===== config.mk =====
export PLATFORM = sky130hd
export DESIGN_NAME = estr_engine_rx_flat
export DESIGN_NICKNAME = d
export VERILOG_FILES = /design/src/estr_pkg.sv /design/src/estr_if.sv /design/src/estr_engine_rx.sv /design/src/flat_wrapper.sv
export SDC_FILE = /design/constraint.sdc
export NUM_CORES = 1
export LEC_CHECK = 0
export ABC_CLOCK_PERIOD_IN_PS = 8200
export BUFFER_PORTS_ARGS = -buffer_cell sky130_fd_sc_hd__buf_2
export CAP_MARGIN = 10
export CORE_MARGIN = 2
export CORE_UTILIZATION = 45
export CTS_BUF_LIST = sky130_fd_sc_hd__clkbuf_4
export CTS_CLUSTER_DIAMETER = 120
export CTS_CLUSTER_SIZE = 30
export DETAILED_ROUTE_END_ITERATION = 16
export PLACE_DENSITY_LB_ADDON = 0.1
export SLEW_MARGIN = 30
export SYNTH_ARGS = -nofsm -noshare
export SYNTH_HDL_FRONTEND = slang
export SYNTH_SLANG_ARGS = --single-unit
export TNS_END_PERCENT = 1

===== constraint.sdc =====
create_clock -name pclk -period 8.2 [get_ports pclk]
set_clock_uncertainty 0.15 [all_clocks]
set_input_delay 2.05 -clock pclk [delete_from_list [all_inputs] [get_ports pclk]]
set_output_delay 2.05 -clock pclk [all_outputs]
set_load 0.005 [all_outputs]

===== src/estr_pkg.sv =====
// Shared constants for the speed/torque override command link.
// Assumes one clock domain and fixed eight-byte command frames.
package estr_pkg;
  localparam int  CLK_MHZ         = 125;
  localparam int  WDOG_MS         = 30;
  localparam int  WDOG_CYCLES     = WDOG_MS * 1000 * CLK_MHZ;
  localparam int  FRAME_BYTES     = 8;
  localparam logic [7:0] DEST_ENGINE = 8'h00;
  localparam logic [7:0] NODE_ADDR   = 8'h00;
  localparam int  MODE_LSB        = 0;
  localparam int  PRIO_LSB        = 4;
  localparam int  SPEED_LO_BYTE   = 1;
  localparam int  SPEED_HI_BYTE   = 2;
  localparam int  TORQUE_BYTE     = 3;
  localparam logic [15:0] SPEED_MAX_RAW = 16'hFB00;
  localparam logic [7:0]  TORQUE_OFFSET = 8'h7D;
  localparam logic [7:0]  TORQUE_MAX_RAW = 8'hFA;
  localparam logic [1:0]  PRIO_RESET     = 2'h3;
  localparam logic [15:0] SPEED_RESET    = 16'h0000;
  localparam logic [7:0]  BYTE_RESET     = 8'h00;
  localparam logic [31:0] WORD_RESET     = 32'h0000_0000;

  // APB register offsets of the commanding controller.
  localparam logic [7:0] A_CTRL   = 8'h00;
  localparam logic [7:0] A_SPEED  = 8'h04;
  localparam logic [7:0] A_TORQUE = 8'h08;
  localparam logic [7:0] A_STAT   = 8'h0C;
  localparam logic [7:0] A_IEN    = 8'h10;
  localparam logic [7:0] A_ICLR   = 8'h14;
  localparam logic [7:0] A_SRC    = 8'h18;
  localparam int CTRL_SEND   = 0;
  localparam int CTRL_MODE   = 1;
  localparam int CTRL_PRIO   = 3;
  localparam int ST_SENT     = 0;
  localparam int ST_BUSY     = 1;
  localparam int N_IRQ       = 1;

  typedef enum logic [1:0] {
    ESTR_MODE_OFF    = 2'b00,
    ESTR_MODE_SPEED  = 2'b01,
    ESTR_MODE_TORQUE = 2'b10,
    ESTR_MODE_LIMIT  = 2'b11
  } estr_mode_e;

  typedef enum logic [1:0] {
    ESTR_OV_LOCAL   = 2'b00,
    ESTR_OV_NET     = 2'b01,
    ESTR_OV_TIMEOUT = 2'b10,
    ESTR_OV_RELEASE = 2'b11
  } estr_ov_e;
endpackage


===== src/estr_if.sv =====
// Frame link between the commanding controller and the engine receiver.
// Assumes frames arrive whole, one byte per valid cycle, from a CAN MAC.
`timescale 1ns/100ps
interface estr_if;
  logic       frame_start;
  logic       byte_valid;
  logic [7:0] byte_data;
  logic [7:0] dest_addr;
  logic [7:0] src_addr;
  logic       byte_ready;

  modport sender (
    output frame_start,
    output byte_valid,
    output byte_data,
    output dest_addr,
    output src_addr,
    input  byte_ready
  );
  modport engine (
    input  frame_start,
    input  byte_valid,
    input  byte_data,
    input  dest_addr,
    input  src_addr,
    output byte_ready
  );
endinterface


===== src/estr_engine_rx.sv =====
// Engine side receiver and interpreter of speed_torque_override_command.
// Assumes an upstream MAC delivers frames on the link interface.
//
// Summary of operation
// RL1 - Decode two-bit mode field of byte one.
// RL2 - Speed from bytes two, three at 0.125 rpm.
// RL3 - Torque from byte four, one percent steps.
// RL4 - Decode and keep the two-bit priority field.
// RL5 - Ignore conditions, undefined bits and bytes five-eight.
// RL6 - Sender repeats command at least every 30 ms.
// RL7 - After 30 ms silence, fall back to local.
// RL8 - Resume override at once on new commands.
// RL9 - Speed mode replaces every other speed demand.
// RL10 - No acceleration rate limit on override changes.
// RL11 - Limit mode clamps demand to requested limit.
// RL12 - Torque governing disables the speed limit function.
// RL13 - Sender ramps from broadcast desired speed.
// RL14 - Sender starts limit above demand, ramps release.
// RL15 - Accept destination zero from any source.
// RL16 - Only one controller sends override commands.
// RL17 - Mode zero command is an orderly release.
// RL18 - Node address fixed at zero, never changed.
// RL19 - Speed low byte first; torque offset 125.
`timescale 1ns/100ps
module estr_engine_rx
  import estr_pkg::*;
#(
  parameter int WDOG_LIMIT = WDOG_CYCLES
) (
  input  wire logic        pclk,
  input  wire logic        presetn,
  estr_if.engine           link,
  input  wire logic [15:0] local_speed,
  input  wire logic        rate_limited_en,
  input  wire logic [15:0] rate_limited_speed,
  input  wire logic        torque_governing,
  output logic [15:0]      governor_speed,
  output logic [7:0]       torque_demand,
  output logic             torque_valid,
  output logic [1:0]       ov_mode,
  output logic [1:0]       ov_prio,
  output logic [1:0]       ov_state,
  output logic [7:0]       node_addr,
  output logic             cmd_pulse,
  output logic             timeout_pulse,
  output logic             release_pulse
);
  logic [2:0]  idx_r;
  logic [2:0]  idx_nxt;
  logic        take_r;
  logic        take_nxt;
  logic [7:0]  b0_r;
  logic [7:0]  b0_nxt;
  logic [7:0]  b1_r;
  logic [7:0]  b1_nxt;
  logic [7:0]  b2_r;
  logic [7:0]  b2_nxt;
  logic [7:0]  b3_r;
  logic [7:0]  b3_nxt;
  logic [1:0]  mode_r;
  logic [1:0]  mode_nxt;
  logic [1:0]  prio_r;
  logic [1:0]  prio_nxt;
  logic [15:0] speed_r;
  logic [15:0] speed_nxt;
  logic [7:0]  torq_r;
  logic [7:0]  torq_nxt;
  logic [31:0] wd_r;
  logic [31:0] wd_nxt;
  estr_ov_e    ov_r;
  estr_ov_e    ov_nxt;
  logic        cmd_r;
  logic        cmd_nxt;
  logic        to_r;
  logic        to_nxt;
  logic        rel_r;
  logic        rel_nxt;
  logic [15:0] gov_r;
  logic [15:0] gov_nxt;
  logic        last;
  logic [15:0] base;
  logic [15:0] spd;

  // The receiver never stalls, since a MAC cannot hold a frame back.
  assign link.byte_ready = 1'b1;
  assign node_addr = NODE_ADDR; // RL18
  assign last = link.byte_valid && (idx_r == 3'(FRAME_BYTES - 1));

  always_comb begin
    idx_nxt = idx_r;
    take_nxt = take_r;
    b0_nxt = b0_r;
    b1_nxt = b1_r;
    b2_nxt = b2_r;
    b3_nxt = b3_r;
    mode_nxt = mode_r;
    prio_nxt = prio_r;
    speed_nxt = speed_r;
    torq_nxt = torq_r;
    cmd_nxt = 1'b0;
    to_nxt = 1'b0;
    rel_nxt = 1'b0;
    ov_nxt = ov_r;
    // The watchdog saturates so that a long silence cannot wrap into a
    // fresh window and hide the timeout.
    wd_nxt = (wd_r < WDOG_LIMIT) ? wd_r + 32'h1 : wd_r;
    if (link.frame_start) begin
      idx_nxt = 3'h0;
      // Any source may command; only the destination decides.
      take_nxt = (link.dest_addr == DEST_ENGINE); // RL15
    end else if (link.byte_valid) begin
      idx_nxt = idx_r + 3'h1;
      case (idx_r) // RL5
        3'h0: b0_nxt = link.byte_data;
        3'(SPEED_LO_BYTE): b1_nxt = link.byte_data;
        3'(SPEED_HI_BYTE): b2_nxt = link.byte_data;
        3'(TORQUE_BYTE): b3_nxt = link.byte_data;
        default: ;
      endcase
    end
    if (last && take_r) begin
      mode_nxt = b0_r[MODE_LSB +: 2]; // RL1
      prio_nxt = b0_r[PRIO_LSB +: 2]; // RL4
      speed_nxt = {b2_r, b1_r}; // RL2 RL19
      torq_nxt = b3_r; // RL3
      cmd_nxt = 1'b1;
      wd_nxt = WORD_RESET;
      // A release has its own state, so it is never mistaken for a lost link.
      if (b0_r[MODE_LSB +: 2] == ESTR_MODE_OFF) begin
        ov_nxt = ESTR_OV_RELEASE; // RL17
        rel_nxt = (ov_r == ESTR_OV_NET);
      end else begin
        ov_nxt = ESTR_OV_NET; // RL8
      end
    end else if (ov_r == ESTR_OV_NET && wd_r >= WDOG_LIMIT - 1) begin
      ov_nxt = ESTR_OV_TIMEOUT; // RL7
      to_nxt = 1'b1;
    end
  end

  // Out-of-range requests saturate rather than being dropped.
  assign spd = (speed_r > SPEED_MAX_RAW) ? SPEED_MAX_RAW : speed_r;
  // Override paths bypass the rate limited source.
  assign base = rate_limited_en ? rate_limited_speed : local_speed; // RL10

  always_comb begin
    gov_nxt = base;
    if (ov_r == ESTR_OV_NET) begin
      case (mode_r)
        ESTR_MODE_SPEED: gov_nxt = spd; // RL9 RL10
        // Limit mode caps the raw local demand, not the rate limited one.
        ESTR_MODE_LIMIT: begin
          if (!torque_governing && local_speed > spd) begin // RL11 RL12
            gov_nxt = spd;
          end else if (!torque_governing) begin
            gov_nxt = local_speed; // RL10
          end
        end
        default: gov_nxt = base;
      endcase
    end
  end

  always_ff @(posedge pclk or negedge presetn) begin
    if (!presetn) begin
      idx_r <= 3'h0;
      take_r <= 1'b0;
      b0_r <= BYTE_RESET;
      b1_r <= BYTE_RESET;
      b2_r <= BYTE_RESET;
      b3_r <= BYTE_RESET;
      mode_r <= ESTR_MODE_OFF;
      prio_r <= PRIO_RESET;
      speed_r <= SPEED_RESET;
      torq_r <= TORQUE_OFFSET;
      wd_r <= WORD_RESET;
      ov_r <= ESTR_OV_LOCAL;
      cmd_r <= 1'b0;
      to_r <= 1'b0;
      rel_r <= 1'b0;
      gov_r <= SPEED_RESET;
    end else begin
      idx_r <= idx_nxt;
      take_r <= take_nxt;
      b0_r <= b0_nxt;
      b1_r <= b1_nxt;
      b2_r <= b2_nxt;
      b3_r <= b3_nxt;
      mode_r <= mode_nxt;
      prio_r <= prio_nxt;
      speed_r <= speed_nxt;
      torq_r <= torq_nxt;
      wd_r <= wd_nxt;
      ov_r <= ov_nxt;
      cmd_r <= cmd_nxt;
      to_r <= to_nxt;
      rel_r <= rel_nxt;
      gov_r <= gov_nxt;
    end
  end

  assign governor_speed = gov_r;
  // Signed percent is raw minus 125, saturated to the valid range.
  assign torque_demand = (torq_r > TORQUE_MAX_RAW)
                         ? TORQUE_MAX_RAW - TORQUE_OFFSET
                         : torq_r - TORQUE_OFFSET; // RL19
  assign torque_valid = (ov_r == ESTR_OV_NET) &&
                        (mode_r == ESTR_MODE_TORQUE || mode_r == ESTR_MODE_LIMIT);
  assign ov_mode = mode_r;
  assign ov_prio = prio_r;
  assign ov_state = ov_r;
  assign cmd_pulse = cmd_r;
  assign timeout_pulse = to_r;
  assign release_pulse = rel_r;
endmodule


===== src/flat_wrapper.sv =====
// flat-port wrapper written by rule: the top's interface ports become plain ports
module estr_engine_rx_flat import estr_pkg::*;
#(
  parameter int WDOG_LIMIT = WDOG_CYCLES
)
  (pclk, presetn, local_speed, rate_limited_en, rate_limited_speed, torque_governing, governor_speed, torque_demand, torque_valid, ov_mode, ov_prio, ov_state, node_addr, cmd_pulse, timeout_pulse, release_pulse, link_frame_start, link_byte_valid, link_byte_data, link_dest_addr, link_src_addr, link_byte_ready);
  estr_if link_i ();
  input  wire logic pclk;
  input  wire logic presetn;
  input  wire logic [15:0] local_speed;
  input  wire logic rate_limited_en;
  input  wire logic [15:0] rate_limited_speed;
  input  wire logic torque_governing;
  output logic [15:0] governor_speed;
  output logic [7:0] torque_demand;
  output logic torque_valid;
  output logic [1:0] ov_mode;
  output logic [1:0] ov_prio;
  output logic [1:0] ov_state;
  output logic [7:0] node_addr;
  output logic cmd_pulse;
  output logic timeout_pulse;
  output logic release_pulse;
  input wire logic [$bits(link_i.frame_start)-1:0] link_frame_start;
  input wire logic [$bits(link_i.byte_valid)-1:0] link_byte_valid;
  input wire logic [$bits(link_i.byte_data)-1:0] link_byte_data;
  input wire logic [$bits(link_i.dest_addr)-1:0] link_dest_addr;
  input wire logic [$bits(link_i.src_addr)-1:0] link_src_addr;
  output wire logic [$bits(link_i.byte_ready)-1:0] link_byte_ready;
  assign link_i.frame_start = link_frame_start;
  assign link_i.byte_valid = link_byte_valid;
  assign link_i.byte_data = link_byte_data;
  assign link_i.dest_addr = link_dest_addr;
  assign link_i.src_addr = link_src_addr;
  assign link_byte_ready = link_i.byte_ready;
  estr_engine_rx #(.WDOG_LIMIT(WDOG_LIMIT)) u_core (.pclk(pclk), .presetn(presetn), .link(link_i), .local_speed(local_speed), .rate_limited_en(rate_limited_en), .rate_limited_speed(rate_limited_speed), .torque_governing(torque_governing), .governor_speed(governor_speed), .torque_demand(torque_demand), .torque_valid(torque_valid), .ov_mode(ov_mode), .ov_prio(ov_prio), .ov_state(ov_state), .node_addr(node_addr), .cmd_pulse(cmd_pulse), .timeout_pulse(timeout_pulse), .release_pulse(release_pulse));
endmodule

Yosys cells after proc, flatten, opt, wreduce, memory -nomap -nowiden. Cells that the tools add are included. Widths: inputs -> output; s select.

Add/subtract/negate cells: 3. $lt $le $gt $ge: 5. Equal/unequal tests: 8. Mux-type cells: 19. Bitwise gates (word level): 1. Reductions and logical operators: 17.

Operators with widths (count): $mux 16 (5); $mux 32 (2); $add 32x1->32 const B (1); $ge 32x22->1 const B (1); $lt 32x22->1 const B (1); $pmux 16 s2 (1); $gt 16x16->1 (1); $gt 16x16->1 const B (1); $reduce_and 3->1 (4); $gt 8x8->1 const B (1); $logic_not 8->1 (1); $mux 8 (1); $sub 8x7->8 const B (1); $eq 3x2->1 const B (2); $mux 2 (3); $mux 3 (2); $reduce_bool 2->1 (3); $logic_and 1x1->1 (5); $mux 1 (5); $eq 2x1->1 const B (2); $eq 2x2->1 const B (2); $add 3x1->3 const B (1); $eq 3x1->1 const B (1); $eq 3x3->1 const B (1); other kinds (5) (5).

Register bits: 115. Input port bits: 62. Output and inout bits: 43. Logic and storage cells: 69.

Depth between registers and ports, before layout.
Depth in word-level cells: 7. Gate-level depth with buffers: 12. Gate-level depth less buffers: 11.

Worst setup path before layout. OpenSTA, ideal clock, no wires.

Kind: input to register. From: input port local_speed[11]. To: register u_core.gov_r[12], in the netlist u_core.governor_speed[12]. Setup time: 146 ps. Arrival time: 3748 ps. Required time: 7904 ps. Setup slack: 4156 ps. Stages on the path: 8. Path buffers: 1. Cells stage by stage: ha_1 a21oi_1 o21a_1 o221ai_1 a221oi_1 o22a_1 clkbuf_1 o221ai_1.

Word-level cells in the longest chain between the ends: 5.

RTL lines: start, declared (line flat_wrapper.sv:10) `input wire logic [15:0] local_speed;`; $gt 16x16->1 (line estr_engine_rx.sv:153) `if (!torque_governing && local_speed > spd) begin`; $logic_and 1x1->1 (line estr_engine_rx.sv:153); $mux 16 (line estr_engine_rx.sv:153); $pmux 16 s2 (line estr_engine_rx.sv:149) `case (mode_r)`; $mux 16 (line estr_engine_rx.sv:148) `if (ov_r == ESTR_OV_NET) begin`; net u_core.gov_nxt[12] (line estr_engine_rx.sv:79) `logic [15:0] gov_nxt;`; end signal, assigned (line estr_engine_rx.sv:198) `gov_r <= gov_nxt;`; end, declared (line estr_engine_rx.sv:78) `logic [15:0] gov_r;`.

The timed path passes the listed nets, and every way through them passes these cells. A chain may end at the register's enable or synchronous reset.

Final worst setup path.
From: register u_core.torq_r[0]. To: output port torque_demand[6].

Word-level cells in the longest chain between the ends: 2. Elaborated cells on any way between the ends: 3. Classes of those cells: 1 x add/sub; 1 x order compare; 1 x mux.

RTL lines: start, declared (line estr_engine_rx.sv:66) `logic [7:0] torq_r;`; start signal, assigned (line estr_engine_rx.sv:192) `torq_r <= torq_nxt;`; $sub 8x7->8 or $gt 8x8->1 (tied branches) (line estr_engine_rx.sv:206, estr_engine_rx.sv:204); $mux 8 * (line estr_engine_rx.sv:205) `? TORQUE_MAX_RAW - TORQUE_OFFSET`; end, declared (line flat_wrapper.sv:15) `output logic [7:0] torque_demand;`.

Every way passes the cells marked *; elsewhere a longest branch is shown, timed or not.

==> results <==
- The run finished with clean final reports.
- In the detailed route, the total length drawn on met3 is 544 um.
- The power density of the placed cells is 222.8 nW/um2.
- Detailed routing placed a total of 5735 um of wire on met2.
- The HPWL reported at the end of detailed placement is 8251 um.
- After detailed routing, the number of remaining DRC violations is 0.
- The endpoint arrival time on the critical path is 2010 ps.
- The share of total power in the clock network is 0.282.
- The number of global-route vias before repair is 4111.
- The first global-routing pass estimated 19820 um of wire.
- The share of synthesized flip-flops with an asynchronous set or reset is 1.000.
- For this block, the initial DRC count from the detailed router was 225.
- The clock root buffer master is clkbuf_4.
- The clock passes through at most 2 buffers.
- In this run the power spent charging and discharging nets is 0.0004594 W.
- The maximum fanout along the worst path is 3.
- The number of buffers and inverters on the critical path is 2.
- The die outline area is 13310 um2.
- For this run, the leading register cell type out of synthesis is dfrtp_1.
- The fmax is 0.2377 GHz.
- The switching share of total power is 0.3220.
- The placed instances occupy a cell area of 6126 um2.
- The number of port buffers is 87.
- The post-synthesis to final-layout area growth is 14.68%.
- Sorting the synthesized cells by area gives the leading types as dfrtp_1, nand2_1, mux2_2.
- The number of standard cells in the final layout excluding fillers is 817.
- The share of final-layout standard cells stronger than drive strength 1 is 0.2670.
- The number of enable-type register cells in the synthesized netlist is 0.
- In this run the static leakage power is 3.043 nW.
- The later-pin clock latency in the skew report is 540 ps.
- The time the final worst path needs with I/O delays and setup is 4207 ps.
- For this configuration, the core starts out at a cell density of 0.4629.
- STA classifies the critical path startpoint as a register.
- The number of placement rows is 40.
- The TritonCTS clock tree is built.
- Dividing the detail-routed via count by the number of cells gives 5.148.
- In this design, the stage delay of the slowest critical-path cell is 550 ps.
- The worst setup path is of the reg -> out kind.
- The synthesized design contains 113 register bits.
- In the global route stage, overall resource usage came out at 0.1945.
- The endpoint type of the worst setup path is a primary output.
- The total of cells resized after clock tree synthesis is 0.
- The number of placed instances, taps included, is 784.
- The clock transition time at the flip-flop clock pins of the worst setup and hold paths is 110 ps.
- The total area inside the core boundary comes to 12060 um2.
- The relative slew slack is 0.4680.
- Pin placement for this block handled 105 I/O pins.
- The number of buffers added for setup after CTS is 0.
- The cell family contributing the most delay on the critical path is flip-flops.
- Synthesis instantiated 53 different standard cells from the library.
- After synthesis the cells add up to 5583 um2.
- The highest metal layer with signal wires is met4.
- After technology mapping, the gate count stands at 550.
- Entering global routing, the biggest net connects 65 pins.
- The vias after detailed routing is 4206.
- The initial antenna violation count is 1.
- Once detail routing completed, the nets flagged for antenna violations numbered 0.
- The final hold violation count is 0.
- The total clock buffers created by CTS is 17.
- The tightest hold margin is 319.2 ps.
- The layout net count is 722.
- The first-pass iteration count of the detailed router is 4.
- The share of synthesized area in the top cell type comes to 0.4706.
- Setup repair after global routing left no endpoint under its margin.
- For this run, the register share of the synthesized area comes to 0.5083.
- The number of hold buffers added after CTS is 0.
- The average footprint of a synthesized cell is 10.15 um2.
- The final setup violation count is 0.
- The tightest min-delay check is of the reg -> reg type.
- Dividing the final minimum period by the clock period gives 0.5131.
- The count of clock tree sinks is 113.
- The total negative slack is 0 ps.
- The library cell with the largest summed area after synthesis is dfrtp_1.
- Summed over all layers, the global routing overflow is 0.
- The peak ir drop on the vdd network is 158.7 uV.
- Across the run, the number of max-cap violations was 0.
- The H-tree generated during clock tree synthesis spans 4 levels.
- The wire length on met1 is 5406 um.
- Of the total power, combinational logic draws 0.209.
- Wires add up to 11900 um.
- Of the total power, registers draw 0.509.
- The die boundary height is 115.4 um.
- The slowest cell on the critical path is dfstp_2.
- The average wire length per cell after detail routing is 14.56 um.
- The final weighted congestion of routability-driven global placement is 0.8214.
- At the pin with the least slew margin, the transition time is 797.9 ps.
- The internal power component is 0.0009672 W.
- At the worst endpoint, the required time is 6000 ps.
- The die is 115.4 um wide.
- The cell area after layout is 6402 um2.
- Once layout is complete, the utilization of the core stands at 0.5308.
- The total number of yosys warnings is 0.
- The signal on the critical path passes through inv_1 -> ha_1 -> nor2b_1 -> nand4_1 -> nor3_1 -> a21oi_1 -> buf_2.
- The final max-slew violation count is 0.
## synth_stat cells, types with 3 or more instances
| library cell | n |
|---|---|
| a21oi_1 | 17 |
| a22oi_1 | 8 |
| a31oi_1 | 4 |
| and2_1 | 14 |
| and3_1 | 3 |
| buf_4 | 10 |
| clkbuf_1 | 18 |
| dfrtp_1 | 105 |
| dfstp_2 | 8 |
| ha_1 | 25 |
| inv_1 | 24 |
| mux2_2 | 28 |
| nand2_1 | 106 |
| nand3_1 | 17 |
| nand4_1 | 8 |
| nor2_1 | 34 |
| nor2b_1 | 4 |
| nor3_1 | 9 |
| nor4_1 | 9 |
| nor4_2 | 7 |
| o21a_1 | 3 |
| o21ai_0 | 15 |
| o221ai_1 | 9 |
| o22ai_1 | 8 |
| xnor2_1 | 21 |
## cell usage in the layout, fill, tap and decap left out, types with 9 or more instances in the layout
cell / instances
nor4_1: 9
conb_1: 9
a21oi_1: 17
buf_2: 86
dfrtp_1: 105
nand3_1: 17
inv_1: 24
clkbuf_4: 21
o221ai_1: 9
mux2_2: 28
and2_1: 14
o21ai_0: 15
nand2_1: 106
xnor2_1: 21
nor3_1: 9
ha_1: 25
nor2_1: 34
## routing by layer
layer | vias up | GRT usage
met5 | - | 0
met4 | 0 | 0.08755
met3 | 17 | 0.05113
met2 | 96 | 0.3177
met1 | 2021 | 0.2427
li1 | 2072 | -
## power by group through the flow
| stage | Sequential (W) | Combinational (W) | Clock [W] |
|---|---|---|---|
| floorplan | 0.000713 | 0.000238 | 0 |
| global placement | 0.000731 | 0.000285 | 0 |
| detailed placement | 0.000734 | 0.000300 | 0 |
| CTS | 0.000725 | 0.000301 | 0.000418 |
| global route | 0.000740 | 0.000336 | 0.000444 |
| finish | 0.000727 | 0.000298 | 0.000402 |
## tightest hold or removal path: stages, from the launching register on
cell     delay (ps)
dfstp_2         380
nand2_1          50
nand2_1          50
## metrics by stage
step / worst slack (ps) / power [W]
3_5_place_dp: 3751 / 0.001034
3_3_place_gp: 3816 / 0.001016
5_1_grt: 3764 / 0.001521
4_1_cts: 3934 / 0.001444
6_report: 3993 / 0.001427
2_1_floorplan: 4156 / 0.0009504
## path summary, 6_finish.rpt
path,startpoint,slack [ps],cells past startpoint,endpoint
worst max-delay path,u_core.torq_r[0]$_DFFE_PN1P_,3990,7,torque_demand[6]
worst min-delay path,u_core.ov_prio[1]$_DFFE_PN1P_,320,2,u_core.ov_prio[1]$_DFFE_PN1P_
worst max register to register,u_core.speed_r[0]$_DFFE_PN0P_,4560,10,u_core.governor_speed[15]$_DFF_PN0_
worst min register to register,u_core.ov_prio[1]$_DFFE_PN1P_,320,2,u_core.ov_prio[1]$_DFFE_PN1P_
max in group asynchronous,presetn,5290,2,u_core.take_r$_DFFE_PN0P_
min in group asynchronous,presetn,1450,1,u_core.governor_speed[12]$_DFF_PN0_
## state kept, by name, summed over array words and instances, names as in the netlist
signal                 cells
u_core.idx_r               3
u_core.take_r              1
u_core.torq_r              8
u_core.wd_r               32
u_core.b2_r                8
u_core.ov_mode             2
u_core.ov_state            2
u_core.release_pulse       1
u_core.b3_r                8
u_core.governor_speed     16
u_core.timeout_pulse       1
u_core.b1_r                8
u_core.b0_r                4
u_core.speed_r            16
u_core.cmd_pulse           1
u_core.ov_prio             2
## area by class of cell
class | count | area, um2
sequential | 113 | 2838
antenna | 1 | 2.502
clock buffer | 21 | 157.7
clock inverter | 11 | 115.1
inverter | 25 | 93.84
timing repair buffer | 90 | 460.4
tap | 168 | 210.2
fill | 1115 | 5659
multi-input combinational | 388 | 2525
## cell families (layout without fill, tap and decap cells)
kind of cell | Yosys count | in the layout | share of synthesized area
XOR/XNOR | 23 | 23 | 0.03608
buffers and inverters | 56 | 147 | 0.04617
flip-flops | 113 | 113 | 0.5083
multiplexers | 29 | 29 | 0.05827
AO/OA/AOI/OAI | 76 | 76 | 0.08853
AND/OR/NAND/NOR | 226 | 226 | 0.2053
other | 2 | 10 | 0.001345
adder cells (fa/ha/maj) | 25 | 25 | 0.05603
No activity file was read; power rests on OpenSTA's default activity.
